[src/verilog/can_phy_pkg.sv]
// Constants, register map and types for the CAN transceiver mode logic
package can_phy_pkg;
   // APB register byte offsets
   localparam logic [7:0] CTRL_OFF = 8'h00;
   localparam logic [7:0] STATUS_OFF = 8'h04;
   localparam logic [7:0] IRQ_STAT_OFF = 8'h08;
   localparam logic [7:0] IRQ_MASK_OFF = 8'h0c;
   localparam logic [7:0] TX_LIMIT_OFF = 8'h10;
   localparam logic [7:0] RX_LIMIT_OFF = 8'h14;
   // Control field positions
   localparam int CTRL_QUIET_BIT = 0;
   localparam int CTRL_RXTO_EN_BIT = 1;
   localparam int CTRL_THERM_BIT = 2;
   localparam int CTRL_UVLO_BIT = 3;
   localparam logic [3:0] CTRL_RESET = 4'h2;
   // Event / status bit positions
   localparam int EV_TXTO = 0;
   localparam int EV_RXTO = 1;
   localparam int EV_FAULT = 2;
   localparam int EV_WIDTH = 3;
   // Dominant limits in clock cycles (20 MHz clock)
   localparam int LIMIT_W = 24;
   localparam logic [23:0] TX_LIMIT_RESET = 24'h004e20;
   localparam logic [23:0] RX_LIMIT_RESET = 24'h004e20;
   localparam logic [31:0] ZERO_WORD = 32'h0000_0000;
   // Bus-state input encoding
   typedef enum logic [1:0] {
      BUS_RECESSIVE = 2'b00,
      BUS_DOMINANT = 2'b01,
      BUS_OPEN = 2'b10
   } bus_state_t;
   typedef enum logic [1:0] {
      DTO_IDLE = 2'b00,
      DTO_COUNT = 2'b01,
      DTO_EXPIRED = 2'b10
   } dto_state_t;
endpackage

[src/verilog/dominant_timer.sv]
// Dominant timeout timer: starts on a dominant edge, expires past a limit
`timescale 1ns/1ps
module dominant_timer
   import can_phy_pkg::*;
(
   input wire logic clk_i,
   input wire logic rst_i,
   input wire logic dominant_i,
   input wire logic [LIMIT_W-1:0] limit_i,
   output logic expired_o,
   output logic expire_pulse_o
);
   typedef struct packed {
      dto_state_t st;
      logic [LIMIT_W-1:0] cnt;
      logic pulse;
   } tstate_t;
   tstate_t s_q, s_d;

   always_comb begin
      s_d = s_q;
      s_d.pulse = 1'b0;
      case (s_q.st)
         DTO_IDLE: begin
            s_d.cnt = '0;
            if (dominant_i) begin
               s_d.st = DTO_COUNT;
            end
         end
         DTO_COUNT: begin
            if (!dominant_i) begin
               s_d.st = DTO_IDLE;
            end else if (s_q.cnt >= limit_i) begin
               s_d.st = DTO_EXPIRED;
               s_d.pulse = 1'b1;
            end else begin
               s_d.cnt = s_q.cnt + 1'b1;
            end
         end
         DTO_EXPIRED: begin
            // Only a return to recessive clears the timeout
            if (!dominant_i) begin
               s_d.st = DTO_IDLE;
            end
         end
         default: s_d.st = DTO_IDLE;
      endcase
   end

   always_ff @(posedge clk_i or posedge rst_i) begin
      if (rst_i) begin
         s_q <= '{st: DTO_IDLE, cnt: '0, pulse: 1'b0};
      end else begin
         s_q <= s_d;
      end
   end

   assign expired_o = (s_q.st == DTO_EXPIRED);
   assign expire_pulse_o = s_q.pulse;
endmodule

[src/verilog/can_transceiver_mode_logic.sv]
// Logic side of a CAN transceiver: modes, dominant timeouts, fault pin
//
// Register access over APB and the address map were left to the implementer.
`timescale 1ns/1ps
module can_transceiver_mode_logic
   import can_phy_pkg::*;
(
   input wire logic clk_i,
   input wire logic rst_i,
   input wire logic psel,
   input wire logic penable,
   input wire logic pwrite,
   input wire logic [7:0] paddr,
   input wire logic [31:0] pwdata,
   output logic [31:0] prdata,
   output logic pready,
   output logic pslverr,
   input wire logic tx_data_i,
   input wire logic tx_data_float_i,
   input wire logic quiet_i,
   input wire logic quiet_float_i,
   input wire logic [1:0] bus_state_i,
   output logic drive_dominant_o,
   output logic rx_data_o,
   output logic fault_out_o,
   output logic fault_oe_o,
   output logic irq_o
);
   typedef struct packed {
      logic [3:0] ctrl;
      logic [EV_WIDTH-1:0] irq_stat;
      logic [EV_WIDTH-1:0] irq_mask;
      logic [LIMIT_W-1:0] tx_limit;
      logic [LIMIT_W-1:0] rx_limit;
      logic [31:0] rdata;
      logic ready;
      logic err;
      logic drive;
      logic rx;
      logic fault_oe;
      logic fault_prev;
      logic irq;
   } state_t;
   state_t s_q, s_d;

   logic tx_eff;
   logic quiet_eff;
   logic bus_dom;
   logic tx_expired, tx_pulse;
   logic rx_expired, rx_pulse;
   logic fault_now;
   logic acc;

   function automatic logic [31:0] pad_word(input logic [LIMIT_W-1:0] v);
      pad_word = ZERO_WORD;
      pad_word[LIMIT_W-1:0] = v;
   endfunction

   // Floating pins resolve to their internal bias levels
   assign tx_eff = tx_data_float_i ? 1'b1 : tx_data_i;
   assign quiet_eff = quiet_float_i ? 1'b0 : quiet_i;
   // Open and recessive are both non-dominant
   assign bus_dom = (bus_state_t'(bus_state_i) == BUS_DOMINANT);

   // Tx timer runs on the transmit level; fall starts it, rise clears it
   dominant_timer u_tx_timer (
      .clk_i(clk_i),
      .rst_i(rst_i),
      .dominant_i(!tx_eff),
      .limit_i(s_q.tx_limit),
      .expired_o(tx_expired),
      .expire_pulse_o(tx_pulse)
   );

   // Receive timer follows the bus; dominant bus is a fall of receive
   logic rx_timer_exp, rx_timer_pulse;
   dominant_timer u_rx_timer (
      .clk_i(clk_i),
      .rst_i(rst_i),
      .dominant_i(bus_dom),
      .limit_i(s_q.rx_limit),
      .expired_o(rx_timer_exp),
      .expire_pulse_o(rx_timer_pulse)
   );
   assign rx_expired = rx_timer_exp & s_q.ctrl[CTRL_RXTO_EN_BIT];
   assign rx_pulse = rx_timer_pulse & s_q.ctrl[CTRL_RXTO_EN_BIT];

   assign fault_now = tx_expired | rx_expired
      | s_q.ctrl[CTRL_THERM_BIT] | s_q.ctrl[CTRL_UVLO_BIT];
   assign acc = psel & penable;

   always_comb begin
      logic quiet;
      logic [EV_WIDTH-1:0] ev;
      quiet = quiet_eff | s_q.ctrl[CTRL_QUIET_BIT];
      ev = '0;
      s_d = s_q;
      // Driver on only in normal mode, with low transmit, no fault block
      s_d.drive = !quiet && !tx_eff && !tx_expired
         && !s_q.ctrl[CTRL_THERM_BIT] && !s_q.ctrl[CTRL_UVLO_BIT];
      // Receive mirrors the bus in every mode unless timed out
      s_d.rx = !(bus_dom && !rx_expired);
      // Open drain: enable pulls low while healthy
      s_d.fault_oe = !fault_now;
      s_d.fault_prev = fault_now;
      ev[EV_TXTO] = tx_pulse;
      ev[EV_RXTO] = rx_pulse;
      ev[EV_FAULT] = fault_now & !s_q.fault_prev;

      // APB slave, one wait state (pready is registered)
      s_d.ready = acc && !s_q.ready;
      s_d.err = 1'b0;
      s_d.rdata = ZERO_WORD;
      if (psel && penable && !s_q.ready) begin
         if (paddr == CTRL_OFF) begin
            s_d.rdata[3:0] = s_q.ctrl;
            if (pwrite) begin
               s_d.ctrl = pwdata[3:0];
            end
         end else if (paddr == STATUS_OFF) begin
            s_d.rdata[EV_TXTO] = tx_expired;
            s_d.rdata[EV_RXTO] = rx_expired;
            s_d.rdata[EV_FAULT] = fault_now;
            s_d.rdata[EV_WIDTH] = bus_dom;
         end else if (paddr == IRQ_STAT_OFF) begin
            s_d.rdata[EV_WIDTH-1:0] = s_q.irq_stat;
            if (pwrite) begin
               s_d.irq_stat = s_q.irq_stat & ~pwdata[EV_WIDTH-1:0];
            end
         end else if (paddr == IRQ_MASK_OFF) begin
            s_d.rdata[EV_WIDTH-1:0] = s_q.irq_mask;
            if (pwrite) begin
               s_d.irq_mask = pwdata[EV_WIDTH-1:0];
            end
         end else if (paddr == TX_LIMIT_OFF) begin
            s_d.rdata = pad_word(s_q.tx_limit);
            if (pwrite) begin
               s_d.tx_limit = pwdata[LIMIT_W-1:0];
            end
         end else if (paddr == RX_LIMIT_OFF) begin
            s_d.rdata = pad_word(s_q.rx_limit);
            if (pwrite) begin
               s_d.rx_limit = pwdata[LIMIT_W-1:0];
            end
         end else begin
            s_d.err = 1'b1;
         end
      end
      // New events win over a write-one clear in the same cycle
      s_d.irq_stat = s_d.irq_stat | ev;
      s_d.irq = |(s_d.irq_stat & s_q.irq_mask);
   end

   always_ff @(posedge clk_i or posedge rst_i) begin
      if (rst_i) begin
         s_q <= '{ctrl: CTRL_RESET, irq_stat: '0, irq_mask: '0,
                  tx_limit: TX_LIMIT_RESET, rx_limit: RX_LIMIT_RESET,
                  rdata: ZERO_WORD, ready: 1'b0, err: 1'b0,
                  drive: 1'b0, rx: 1'b1, fault_oe: 1'b1,
                  fault_prev: 1'b0, irq: 1'b0};
      end else begin
         s_q <= s_d;
      end
   end

   assign prdata = s_q.rdata;
   assign pready = s_q.ready;
   assign pslverr = s_q.err;
   assign drive_dominant_o = s_q.drive;
   assign rx_data_o = s_q.rx;
   assign fault_out_o = 1'b0;
   assign fault_oe_o = s_q.fault_oe;
   assign irq_o = s_q.irq;
endmodule

[config.mk]
export PLATFORM = sky130hd
export DESIGN_NAME = can_transceiver_mode_logic
export DESIGN_NICKNAME = d
export VERILOG_FILES = /design/src/verilog/can_phy_pkg.sv /design/src/verilog/dominant_timer.sv /design/src/verilog/can_transceiver_mode_logic.sv
export SDC_FILE = /design/constraint.sdc
export NUM_CORES = 1
export LEC_CHECK = 0
export BUFFER_PORTS_ARGS = -buffer_cell sky130_fd_sc_hd__buf_4
export CAP_MARGIN = 10
export CORE_MARGIN = 1.5
export CORE_UTILIZATION = 40
export DETAILED_ROUTE_END_ITERATION = 10
export PLACE_DENSITY_LB_ADDON = 0.1
export REMOVE_ABC_BUFFERS = 1
export SLEW_MARGIN = 10
export SYNTH_ARGS = -nofsm -noshare
export SYNTH_HDL_FRONTEND = slang
export SYNTH_HIERARCHICAL = 1
export SYNTH_SLANG_ARGS = --single-unit
[constraint.sdc]
create_clock -name clk_i -period 3.05 [get_ports clk_i]
set_clock_uncertainty 0.05 [all_clocks]
set_input_delay 0.1525 -clock clk_i [delete_from_list [all_inputs] [get_ports clk_i]]
set_output_delay 0.1525 -clock clk_i [all_outputs]
set_load 0.01 [all_outputs]
## Yosys cells after proc, flatten, opt, wreduce, memory -nomap -nowiden

Cells that the tools add are included.

| cells by class | value |
|---|---|
| reduce and logical (&&, ||, !) cells | 32 |
| add/sub/neg operators | 2 |
| equality and inequality tests | 20 |
| muxes and demuxes | 48 |
| bitwise logic cells | 17 |
| $lt $le $gt $ge | 2 |

Operators with widths:

| operator | number |
|---|---|
| $mux W82 | 2 |
| $mux W24 | 6 |
| $pmux W24 S2 | 2 |
| $mux W86 | 1 |
| $mux W80 | 1 |
| $mux W77 | 1 |
| $mux W56 | 1 |
| $mux W25 | 2 |
| $add A24 B1 Y24 const B | 2 |
| $ge A24 B24 Y1 | 2 |
| $mux W32 | 1 |
| $mux W3 | 6 |
| $eq A8 B4 Y1 const B | 2 |
| $eq A8 B5 Y1 const B | 2 |
| $mux W2 | 8 |
| $ne A2 B2 Y1 const B | 8 |
| $reduce_and A3 Y1 | 5 |
| $mux W1 | 13 |
| $pmux W2 S3 | 2 |
| $logic_not A1 Y1 | 10 |
| $eq A8 B3 Y1 const B | 1 |
| $logic_and A1 B1 Y1 | 8 |
| $logic_not A8 Y1 | 1 |
| $mux W4 | 2 |
| 15 further kinds | 32 |

| storage, ports and cells | value |
|---|---|
| bits of input ports | 51 |
| register bits after elaboration | 151 |
| output and inout port bits | 39 |

## Logic depth before layout (Yosys ltp)

| depth | value |
|---|---|
| depth in word-level cells | 11 |
| mapped depth | 10 |

## Hierarchy

The synthesis kept the hierarchy.

By module, submodules not included:

| module | instances | cells each | area an instance (um^2) |
|---|---|---|---|
| can_transceiver_mode_logic | 1 | 305 | 3890.0 |
| dominant_timer (u_rx_timer) | 1 | 267 | 2179.6 |
| dominant_timer (u_tx_timer) | 1 | 256 | 2133.3 |

## Least setup slack after synthesis

OpenSTA, ideal clock, no wires.

| timing | value |
|---|---|
| path type | register to register |
| start point | register, netlist name s_q[72] |
| end point | register u_tx_timer/s_q[13] (netlist name) |
| period minus slack after synthesis | 2.737 ns |
| arrival | 2.618 ns |
| data required time | 2.931 ns |
| path slack | 0.313 ns |
| cell stages (with the launch flop) | 11 |
| cell sequence | dfstp_2 inv_1 ha_1 a21o_1 a221o_1 a22oi_2 o2111ai_2 or3_1 buf_2 or4_1 nand3_1 |

RTL lines:

| item | RTL line | RTL |
|---|---|---|
| end signal: assignment | dominant_timer.sv:52 | `s_q <= '{st: DTO_IDLE, cnt: '0, pulse: 1'b0};` |
| end: declaration | dominant_timer.sv:18 | `tstate_t s_q, s_d;` |

==> results.md <==
* Synth top cells by count: dfrtp_1, nand2_1, inv_1, nor2_1, mux2_2
* Number of vias per cell at 5.50
* Initial DRC count at 421
* Detail Route Antenna Nets at 0
* Vias in the first global route at 6,555
* Final cell count without fillers at 1,202
* Post-place setup slack at 11.4 ps
* GPL Wtd Cong at 0.811
* Setup TNS at 0 ps
* Post-Syn Instances at 828
* Startpoint Class: register
* HPWL Detailed at 15.2 mm
* Wire length per cell at 17.8 microns
* Hold path depth at 4
* Fin util at 49.1%
* Status: complete, no violations
* FP Rows at 52
* Highest clock rate at 339 MHz
* Reg2reg setup slack at 100 ps
* Share of the synthesized area in the top cell type at 39.7%
* R2r startpoint: s_q[73]
* Grt ovf at 0
* Die area at 21,400 sq um
* Slew headroom at 27.3%
* Worst R2R Path Depth at 9
* Post-Synth XOR/XNOR Area at 0%
* CTS Root Cell: clkbuf_16
* Peak VDD IR at 376 uV
* Final Max Tran Viols at 0
* Placed Area at 8950 sq um
* Dominant cell type by area after synthesis: dfrtp_1
* Die width at 146 microns
* Core Region at 20,200 sq um
* Final setup viols at 0
* Area grow syn2layout at 20.8%
* Post-synthesis sequential area ratio at 43.8%
* Crit-path max FO at 7
* Cell area after synthesis at 8200 sq um
* Fin crit period at 2950 ps
* Synth Area in Compound Gates at 13.2%
* Placed Cells at 1,137
* Post-synth EDFFs at 0
* #FFs+latches synth at 143
* CTS Sinks at 143
* Clock transition at path regs at 70 ps
* I/O Buffers at 72
* Post-Synth Simple-Gate Area at 18.5%
* CP Data Required Time at 3360 ps
* Largest net degree at the start of global routing at 68
* Initial Util at 40.7%
* Yosys warns at 6
* Deepest clock path buffer count at 2
* Cell with the most instances after synthesis: dfrtp_1
* Die Y at 146 microns
* Final period util at 96.7%
* First-pass GRT wire length at 34.9 mm
* GRT Util Overall at 20.8%
* CP Class: reg -> reg
* Clock latency on the worst-skew pair at 430 ps
* Ant diodes at 0
* RSZ-0062 raised after global routing: true
* Worst setup EP type: register
* Synth area leaders: dfrtp_1, ha_1, mux2_2
* Max cap viols at 0
* Pre-antenna DRT Iters at 5
* Share of cells above drive strength 1 at 24.8%
* Mux contribution to synthesized area at 9.12%
* CTS Buf Count at 17
* Worst Hold Path EP: drive_dominant_o
* Final Hold Viols at 0
* Ys flop type: dfrtp_1
* Design area at 9910 sq um
* Reg2reg end: u_tx_timer/s_q[13]
* Slew @ Worst Pin at 1080 ps
* Power Density at 449 nW/um^2
* Worst setup margin at 99.3 ps
* Routed wire length at 21.4 mm
* Worst hold path startpoint: quiet_float_i
* Largest family of logic cells by synthesized area: simple AND/OR/NAND/NOR gates
* CP Data Arrival Time at 3260 ps
* CTS H-Tree Depth at 4
* Initial antenna violation count at 0
* Hold Crit Class: in -> reg
* Post-synthesis adder-cell area fraction at 7.63%
* Syn avg cell area at 9.91 sq um
* Filler Cells Inserted at 1,920
* Count of cell types in the netlist at 73
* Via count at 6,610
* IO Count at 90
* Nets at 1,020
* Asr flop ratio synth at 100%
* Residual DRC count at 0
* TritonCTS clock tree: yes
* Static Leakage at 4.58 nW
* Hold Slack at 13.5 ps
* Power Total at 4.45 mW
==> metal layers <==
metal,GRT usage [%],wire length (microns)
met5,0,0
met1,28.3,9910
met3,3.84,794
met4,6.11,349
met2,33.7,10400
==> registers in the layout, summed over array words and instances (netlist names) <==
signal and flops:
drive_dominant_o 1, fault_oe_o 1, irq_o 1, prdata 24, pready 1, pslverr 1
rx_data_o 1, s_q 59, u_rx_timer/expire_pulse_o 1, u_rx_timer/s_q 26, u_tx_timer/expire_pulse_o 1, u_tx_timer/s_q 26
==> critical path: stages (launching register included) <==
cell	delay [ps]
dfstp_2	550
inv_1	50
ha_1	260
and2_0	170
a221o_1	320
a22oi_2	150
o2111ai_2	190
or3_1	540
or4_1	500
nand3_1	100
==> repair_timing <==
item,CTS,global route
endpoints found under the setup margin,0,18
hold buffers,31,0
resized for setup,0,5
endpoints found under the hold margin,81,0
setup buffers,0,1
==> layout by cell type, fill, tap and decap left out, types with 22 or more instances in the layout <==
master and count:
buf_4 98, dfrtp_1 130, a21oi_1 29, ha_1 50
inv_1 58, nand4_1 22, nand2_1 73, nor2_1 57
nand3_1 34, a22oi_1 22, dlygate4sd3_1 31, mux2_2 52
==> logic make-up after synthesis <==
family / after synthesis
simple gates: 289
compound gates: 151
fa+ha+maj: 50
buf+inv: 129
flops: 143
mux: 65
other cells: 1
==> where the power goes <==
part	total [mW]	switching (mW)	leakage [nW]	internal, mW
Sequential	1.93	0.0152	1.93	1.92
Clock	2.16	0.923	0.286	1.23
Combinational	0.360	0.216	2.36	0.143
==> area by class of cell <==
class / count / area [sq um] / share of cell area, %
clock buffers: 17 / 425 / 4.29
clock inverters: 15 / 178 / 1.79
inverters: 61 / 230 / 2.32
multi-input cells: 564 / 4050 / 40.8
flip-flops and latches: 143 / 3590 / 36.3
well taps: 270 / 338 / 3.41
repair buffers: 132 / 1100 / 11.1
==> worst max-delay path by stage <==
stage	start	to	slack [ps]
detailed placement	s_q[72]	u_tx_timer/s_q[4]	10
floorplan	paddr[5]	prdata[10]	60
finish	s_q[73]	u_tx_timer/s_q[13]	100
global placement	s_q[72]	u_tx_timer/s_q[4]	40
CTS	s_q[73]	u_tx_timer/s_q[4]	1
global route	s_q[68]	u_tx_timer/s_q[10]	-50
Power figures use the tool's default switching activity.
